File: src/asfs_cfg.svh
// constants for the serial audio format and status slice
// -----------------------------------------------------------------------------
// -----------------------------------------------------------------------------
`ifndef ASFS_CFG_SVH
`define ASFS_CFG_SVH
`define ASFS_OFS_FMT 4'h0
`define ASFS_OFS_STAT 4'h4
`define ASFS_OFS_THR 4'h8
`define ASFS_OFS_MASK 4'hC
`define ASFS_OFS_CLR 4'h4
`define ASFS_BIT_LOOP 5
`define ASFS_BIT_NOPLAY 4
`define ASFS_BIT_NOREC 3
`define ASFS_BIT_FRAME 0
`define ASFS_BIT_ROR 6
`define ASFS_BIT_TUR 5
`define ASFS_BIT_RFS 4
`define ASFS_BIT_TFS 3
`define ASFS_BIT_BSY 2
`define ASFS_BIT_RNE 1
`define ASFS_BIT_TNF 0
`define ASFS_RST_FMT 32'h0000_0000
`define ASFS_RST_THR 4'h7
`define ASFS_RST_MASK 8'h00
`define ASFS_SYNC_BCLK 4
`define ASFS_SYNC_CLK 4
`endif

File: src/asfs_pkg.sv
// types for the serial audio format and status slice
package asfs_pkg;
  typedef enum logic [1:0] {
    XF_IDLE = 2'b00,
    XF_WAIT = 2'b01,
    XF_HOLD = 2'b11
  } asfs_xfer_t;
  typedef struct packed {
    logic noPlay;
    logic noRec;
    logic frameSel;
  } asfs_ctl_t;
endpackage

File: src/asfs_ctl_if.sv
// control word carrier between format register and bit-clock crossing
interface asfs_ctl_if;
  import asfs_pkg::*;
  asfs_ctl_t ctl;
  logic loopback;
  modport src (output ctl, output loopback);
  modport dst (input ctl, input loopback);
endinterface

File: src/asfs_fifo_count.sv
// level counter for one sample fifo, with fullness and error events
module asfs_fifo_count
  import asfs_pkg::*;
#(
  parameter int DEPTH = 16
)
(
  // clock
  input wire logic clk,
  input wire logic srst,
  input wire logic ce,
  // strobes
  input wire logic push,
  input wire logic pop,
  // state
  output logic [$clog2(DEPTH):0] level,
  output logic full,
  output logic empty,
  output logic pushFull,
  output logic popEmpty
);
  localparam int LW = $clog2(DEPTH) + 1;
  logic [LW-1:0] lvl_q;
  logic doPush;
  logic doPop;
  assign full = (lvl_q == LW'(DEPTH));
  assign empty = (lvl_q == '0);
  assign doPush = push && !full;
  assign doPop = pop && !empty;
  assign pushFull = push && full;
  assign popEmpty = pop && empty;
  assign level = lvl_q;
  always_ff @(posedge clk)
  begin
    if (srst)
      lvl_q <= '0;
    else if (ce && (doPush != doPop))
      lvl_q <= doPush ? lvl_q + LW'(1) : lvl_q - LW'(1);
  end
endmodule // asfs_fifo_count

File: src/audio_serial_format_status.sv
// format control and fifo/link status slice of a serial audio controller
//
// The address map and the Avalon-MM register port were left to the implementer.
`include "asfs_cfg.svh"
module audio_serial_format_status
  import asfs_pkg::*;
#(
  parameter int DEPTH = 16
)
(
  // clock and reset
  input wire logic clk,
  input wire logic srst,
  input wire logic ce,
  // avalon-mm slave
  input wire logic [3:0] address,
  input wire logic read,
  input wire logic write,
  input wire logic [31:0] writedata,
  output logic [31:0] readdata,
  output logic waitrequest,
  // fifo side strobes from the data path, and the link enable
  input wire logic txPush,
  input wire logic rxPop,
  input wire logic linkEnable,
  // serial link pins
  input wire logic serialBitClock,
  input wire logic serialIn,
  output logic serialOut,
  // controls delivered in the bit-clock domain, and the interrupt
  output logic noPlay_q,
  output logic noRec_q,
  output logic frameSel_q,
  output logic irq_q
);
  asfs_ctl_if ctlBus ();

  // ---------------------------------------------------------------------------
  // pin synchronisers
  // ---------------------------------------------------------------------------
  logic [1:0] bclkSync_q;
  logic [1:0] sinSync_q;
  logic bclkPrev_q;
  logic bclkRise;
  logic bclkFall;
  always_ff @(posedge clk)
  begin
    if (srst)
    begin
      bclkSync_q <= 2'b00;
      sinSync_q <= 2'b00;
      bclkPrev_q <= 1'b0;
    end
    else if (ce)
    begin
      bclkSync_q <= {bclkSync_q[0], serialBitClock};
      sinSync_q <= {sinSync_q[0], serialIn};
      bclkPrev_q <= bclkSync_q[1];
    end
  end
  assign bclkRise = bclkSync_q[1] && !bclkPrev_q;
  assign bclkFall = !bclkSync_q[1] && bclkPrev_q;

  // ---------------------------------------------------------------------------
  // registers
  // ---------------------------------------------------------------------------
  logic loop_q;
  logic [3:0] rxThr_q;
  logic [7:0] mask_q;
  logic ror_q;
  logic tur_q;
  logic wrClr;
  logic rdPend_q;
  asfs_ctl_t shadow_q;
  // status offset is write-one-to-clear for ROR and TUR; the other status bits ignore the write
  assign wrClr = ce && write && !waitrequest && (address == `ASFS_OFS_CLR);

  always_ff @(posedge clk)
  begin
    if (srst)
    begin
      loop_q <= 1'b0;
      shadow_q <= '0;
      rxThr_q <= `ASFS_RST_THR;
      mask_q <= `ASFS_RST_MASK;
    end
    else if (ce && write && !waitrequest)
    begin
      case (address)
        `ASFS_OFS_FMT:
        begin
          loop_q <= writedata[`ASFS_BIT_LOOP];
          shadow_q.noPlay <= writedata[`ASFS_BIT_NOPLAY];
          shadow_q.noRec <= writedata[`ASFS_BIT_NOREC];
          shadow_q.frameSel <= writedata[`ASFS_BIT_FRAME];
        end
        `ASFS_OFS_THR: rxThr_q <= writedata[3:0];
        `ASFS_OFS_MASK: mask_q <= writedata[7:0];
        default: ;
      endcase
    end
  end
  assign ctlBus.ctl = shadow_q;
  assign ctlBus.loopback = loop_q;

  // one wait state on every access keeps read data registered
  always_ff @(posedge clk)
  begin
    if (srst)
      rdPend_q <= 1'b0;
    else if (ce)
      rdPend_q <= (read || write) && !rdPend_q;
  end
  always_ff @(posedge clk)
  begin
    if (srst)
      waitrequest <= 1'b1;
    else if (ce)
      waitrequest <= !((read || write) && !rdPend_q && waitrequest);
  end

  // ---------------------------------------------------------------------------
  // crossing into the bit-clock domain
  // ---------------------------------------------------------------------------
  asfs_xfer_t xs_q;
  asfs_ctl_t pend_q;
  asfs_ctl_t outCtl;
  logic [2:0] bcnt_q;
  logic [2:0] ccnt_q;
  logic newVal;
  assign outCtl = {noPlay_q, noRec_q, frameSel_q};
  // compare with what was delivered, so a write on the delivery edge is not lost
  assign newVal = (ctlBus.ctl != outCtl);
  always_ff @(posedge clk)
  begin
    if (srst)
    begin
      xs_q <= XF_IDLE;
      pend_q <= '0;
      ccnt_q <= '0;
      bcnt_q <= '0;
      noPlay_q <= 1'b0;
      noRec_q <= 1'b0;
      frameSel_q <= 1'b0;
    end
    else if (ce)
    begin
      case (xs_q)
        XF_IDLE:
          if (newVal)
          begin
            pend_q <= ctlBus.ctl;
            ccnt_q <= '0;
            bcnt_q <= '0;
            xs_q <= XF_WAIT;
          end
        XF_WAIT:
        begin
          // holding register follows the shadow: only the latest write is delivered
          pend_q <= ctlBus.ctl;
          if (ccnt_q == 3'(`ASFS_SYNC_CLK - 1))
            xs_q <= XF_HOLD;
          else
            ccnt_q <= ccnt_q + 3'd1;
        end
        XF_HOLD:
        begin
          pend_q <= ctlBus.ctl;
          if (bclkRise)
          begin
            if (bcnt_q == 3'(`ASFS_SYNC_BCLK - 1))
            begin
              noPlay_q <= pend_q.noPlay;
              noRec_q <= pend_q.noRec;
              frameSel_q <= pend_q.frameSel;
              xs_q <= XF_IDLE;
            end
            else
              bcnt_q <= bcnt_q + 3'd1;
          end
        end
        default: xs_q <= XF_IDLE;
      endcase
    end
  end

  // ---------------------------------------------------------------------------
  // link side: one sample per bit-clock fall while enabled
  // ---------------------------------------------------------------------------
  logic linkTx;
  logic linkRx;
  logic rxBit;
  assign linkTx = linkEnable && bclkFall && !noPlay_q;
  assign linkRx = linkEnable && bclkFall && !noRec_q;
  assign rxBit = loop_q ? serialOut : sinSync_q[1];
  logic [$clog2(DEPTH):0] txLvl;
  logic [$clog2(DEPTH):0] rxLvl;
  logic txFull;
  logic txEmpty;
  logic rxFull;
  logic rxEmpty;
  logic rxOver;
  logic txUnder;
  asfs_fifo_count #(.DEPTH(DEPTH)) txCnt (
    .clk(clk), .srst(srst), .ce(ce), .push(txPush), .pop(linkTx),
    .level(txLvl), .full(txFull), .empty(txEmpty), .pushFull(), .popEmpty(txUnder)
  );
  asfs_fifo_count #(.DEPTH(DEPTH)) rxCnt (
    .clk(clk), .srst(srst), .ce(ce), .push(linkRx), .pop(rxPop),
    .level(rxLvl), .full(rxFull), .empty(rxEmpty), .pushFull(rxOver), .popEmpty()
  );
  always_ff @(posedge clk)
  begin
    if (srst)
      serialOut <= 1'b0;
    else if (ce && linkTx)
      serialOut <= !serialOut;
  end

  // ---------------------------------------------------------------------------
  // sticky error flags, set wins over clear
  // ---------------------------------------------------------------------------
  always_ff @(posedge clk)
  begin
    if (srst)
      ror_q <= 1'b0;
    else if (ce && rxOver)
      ror_q <= 1'b1;
    else if (wrClr && writedata[`ASFS_BIT_ROR])
      ror_q <= 1'b0;
  end
  always_ff @(posedge clk)
  begin
    if (srst)
      tur_q <= 1'b0;
    else if (ce && txUnder)
      tur_q <= 1'b1;
    else if (wrClr && writedata[`ASFS_BIT_TUR])
      tur_q <= 1'b0;
  end

  // ---------------------------------------------------------------------------
  // status and read data
  // ---------------------------------------------------------------------------
  logic rx_service_request;
  logic [31:0] stat;
  logic [31:0] rdMux;
  assign rx_service_request = linkEnable && (rxLvl >= ({1'b0, rxThr_q} + 5'd1));
  always_comb
  begin
    stat = '0;
    stat[15:12] = rxLvl[3:0];
    stat[11:8] = txLvl[3:0];
    stat[`ASFS_BIT_ROR] = ror_q;
    stat[`ASFS_BIT_TUR] = tur_q;
    stat[`ASFS_BIT_RFS] = rx_service_request;
    stat[`ASFS_BIT_TNF] = !txFull;
    stat[`ASFS_BIT_RNE] = !rxEmpty;
  end
  always_comb
  begin
    case (address)
      `ASFS_OFS_FMT: rdMux = {26'h0, loop_q, noPlay_q, noRec_q, 2'b00, frameSel_q};
      `ASFS_OFS_STAT: rdMux = stat;
      `ASFS_OFS_THR: rdMux = {28'h0, rxThr_q};
      `ASFS_OFS_MASK: rdMux = {24'h0, mask_q};
      default: rdMux = 32'h0000_0000;
    endcase
  end
  always_ff @(posedge clk)
  begin
    if (srst)
      readdata <= '0;
    else if (ce && read && waitrequest && !rdPend_q)
      readdata <= rdMux;
  end
  always_ff @(posedge clk)
  begin
    if (srst)
      irq_q <= 1'b0;
    else if (ce)
      irq_q <= (ror_q && mask_q[`ASFS_BIT_ROR]) || (tur_q && mask_q[`ASFS_BIT_TUR])
        || (rx_service_request && mask_q[`ASFS_BIT_RFS]);
  end
endmodule // audio_serial_format_status

File: config.mk
export PLATFORM = sky130hd
export DESIGN_NAME = audio_serial_format_status
export DESIGN_NICKNAME = d
export VERILOG_FILES = /design/src/asfs_pkg.sv /design/src/asfs_ctl_if.sv /design/src/asfs_fifo_count.sv /design/src/audio_serial_format_status.sv
export VERILOG_INCLUDE_DIRS = /design/src
export SDC_FILE = /design/constraint.sdc
export NUM_CORES = 1
export LEC_CHECK = 0
export BUFFER_PORTS_ARGS = -buffer_cell sky130_fd_sc_hd__buf_2
export CORE_ASPECT_RATIO = 1.1
export CORE_MARGIN = 1
export CORE_UTILIZATION = 35
export CTS_CLUSTER_DIAMETER = 150
export DETAILED_ROUTE_END_ITERATION = 10
export PLACE_DENSITY = 0.59
export SLEW_MARGIN = 0
export SYNTH_ARGS = -nofsm -noshare
export SYNTH_HDL_FRONTEND = slang
export SYNTH_SLANG_ARGS = --single-unit
File: constraint.sdc
create_clock -name clk -period 3.9 [get_ports clk]
set_input_delay 0.195 -clock clk [delete_from_list [all_inputs] [get_ports clk]]
set_output_delay 0.195 -clock clk [all_outputs]
set_load 0.03 [all_outputs]
==> impl_results.md <==
* Site Rows at 37
* DRT Pass-1 Iters at 4
* Congestion Overflow GR at 0
* Arr. time, crit path at 3.19 ns
* Crit Path Class: reg2reg
* Sequential element share of the synthesized area at 38.8%
* GRT Total Usage at 16.2%
* Post-CTS setup buffer count at 0
* Clock latency at the later pin of the worst-skew pair at 0.35 ns
* Largest net degree at the start of global routing at 35
* Reg2Reg Setup Slack at 0.94 ns
* Crit Path Max Fanout at 7
* Final core utilization at 40.8%
* Initial DRC Count at 127
* Yosys top cell area share at 38.8%
* P_leak at 1.56 nW
* Largest area contributor in the netlist: dfxtp_1
* Antenna cells at 0
* Max_cap viols at 0
* Die Ht at 105 microns
* CP required at 4.13 ns
* Fin. max-slew vios at 0
* P&R area growth vs syn at 13.9%
* Worst slew margin at 30.8%
* Share of layout cells above drive strength 1 at 17.3%
* Setup tns final at 0 ns
* CP Capture Type: flip-flop
* Clk pin slew, worst setup/hold paths at 0.08 ns
* Cell Area, Synth at 0.00335 sq mm
* Area contributors post-synth: dfxtp_1 39%, mux2i_1 8.4%, ha_1 6.0%
* Post-route ant nets at 0
* EDFF count, synth at 0
* Type of origin of the critical path: flip-flop
* Initial antenna violation count at 0
* CTS Sinks at 65
* Most common cell after layout, fill and taps aside: dfxtp_1
* Yosys warns at 0
* Count of final setup violators at 0
* Cells after Synth at 375
* H-tree depth at 3
* Die X at 95.3 microns
* TritonCTS clock tree: done
* Hold buffers post-CTS at 0
* Synth async-reset ratio at 0%
* Initial Utilization at 35.9%
* # port buffers at 42
* Status: completed
* Routability cong. at 0.858
* Tcrit/Tclk final at 76.0%
* Yosys reg bits at 65
* Tot Pwr at 0.00156 W
* Peak VDD IR at 0.000307 V
* # resized after CTS at 0
* Clock buffer depth at 2
* HPWL after detailed placement at 5400 microns
* Via/cell ratio at 5.17
* Final nets at 480
* Worst-Margin Slew at 1.03 ns
* Core area at 0.00935 sq mm
* I/O pins at 84
* First-pass GRT wire length at 12500 microns
* Maximum clock frequency at 0.337 GHz
* RSZ-0062 raised after global routing: no
* Most frequent cells in the layout: 65 x dfxtp_1, 51 x nor2_1, 42 x buf_2
* Drt drc at 0
* Pre-CTS setup slack at 0.992 ns
* Final min period at 2.96 ns
* Root buffer cell: clkbuf_8
* Vias in the first global route at 2547
* DR vias at 2782
* Final Hold Vio Count at 0
* DRT Wirelength at 7470 microns
* Num CTS Buffers at 9
* Synth unique cells at 55
* Post-DR wirelength/cell at 13.9 microns
* Post-Syn Area per Cell at 8.95 sq um
* Synth Flop Type: dfxtp_1
* Pwr/cell area at 409 mW/mm^2
* Min setup slack post-route at 0.936 ns
* Final Skew at 0.0176 ns
* Die footprint at 0.00998 sq mm
* Worst hold path class: in2reg
## stage by stage
stage	cell area (sq um)	std cells	hold slack, ns
2_1_floorplan	3410	390	0.320
3_3_place_gp	3620	522	0.427
3_5_place_dp	3620	522	0.429
4_1_cts	3820	538	0.0583
5_1_grt	3820	538	0.0651
6_report	3820	538	0.0736
## worst paths after layout
| check | start | endpoint | depth (start not counted) |
|---|---|---|---|
| setup / recovery | rxCnt.level[0]$_SDFFE_PP0P_ | rxCnt.level[4]$_SDFFE_PP0P_ | 9 |
| hold / removal | writedata[1] | rxThr_q[1]$_SDFFE_PP1P_ | 3 |
| setup reg to reg | rxCnt.level[0]$_SDFFE_PP0P_ | rxCnt.level[4]$_SDFFE_PP0P_ | 9 |
| hold reg to reg | bcnt_q[2]$_SDFFE_PP0P_ | bcnt_q[2]$_SDFFE_PP0P_ | 2 |
## registers in the layout, summed over array words and instances, names as in the netlist, 2 cells and up
register	count
xs_q	2
ctlBus.ctl	3
mask_q	8
bcnt_q	3
txCnt.level	5
pend_q	3
rxThr_q	4
ccnt_q	3
rxCnt.level	5
readdata	16
bclkSync_q	2
## synth_stat cells (2+ instances only)
cell type	count
dfxtp_1	65
nor2_1	51
nand2_1	31
mux2i_1	28
a21oi_1	19
buf_4	16
ha_1	16
inv_1	13
o21ai_0	13
a22oi_1	12
nand3_1	12
xnor2_1	11
clkbuf_1	10
or3_1	5
a211oi_1	4
a21o_1	4
mux2_2	4
nand4_1	4
nor3_1	4
a32oi_1	3
buf_1	3
nand3b_1	3
nand4b_1	3
a22o_1	2
a31oi_1	2
a41o_1	2
and2_1	2
buf_2	2
fa_1	2
nor4_1	2
nor4b_1	2
xor2_1	2
## area by class of cell
type,count,area [sq um]
Multi-Input combinational cell,281,1880
Clock inverter,7,77.6
Clock buffer,9,124
Fill cell,943,5530
Sequential cell,65,1300
Tap cell,117,146
Timing Repair Buffer,46,240
Inverter,13,48.8
## power by group
group	leakage [nW]	total, W	internal, W	switching [W]
Combinational	0.932	0.000263	0.000110	0.000153
Sequential	0.525	0.000713	0.000682	0.0000310
Clock	0.100	0.000585	0.000300	0.000284
## critical path, stage by stage, from the launching register on
cell	delay, ns
dfxtp_1	0.39
nor4_1	0.60
nand2_1	0.11
nand2_1	0.18
ha_1	0.29
a21o_1	0.20
a21oi_1	0.34
mux2i_1	0.13
a41o_1	0.21
a2111oi_0	0.39
## logic make-up after synthesis
group / synth area share, %
other: 0.112
flip-flops: 38.8
AO/OA/AOI/OAI: 15.0
adder cells (fa/ha/maj): 7.16
buffers and inverters: 6.79
multiplexers: 10.4
XOR/XNOR: 3.39
AND/OR/NAND/NOR: 18.4
## layer usage
metal | GRT usage, % | vias to the layer above | part of all wire, %
li1 | - | 1388 | -
met5 | 0 | - | 0
met4 | 4.22 | 0 | 1.1
met1 | 21.3 | 1321 | 47
met2 | 25.4 | 67 | 47
met3 | 4.88 | 6 | 4.7
Power figures use the tool's default switching activity.
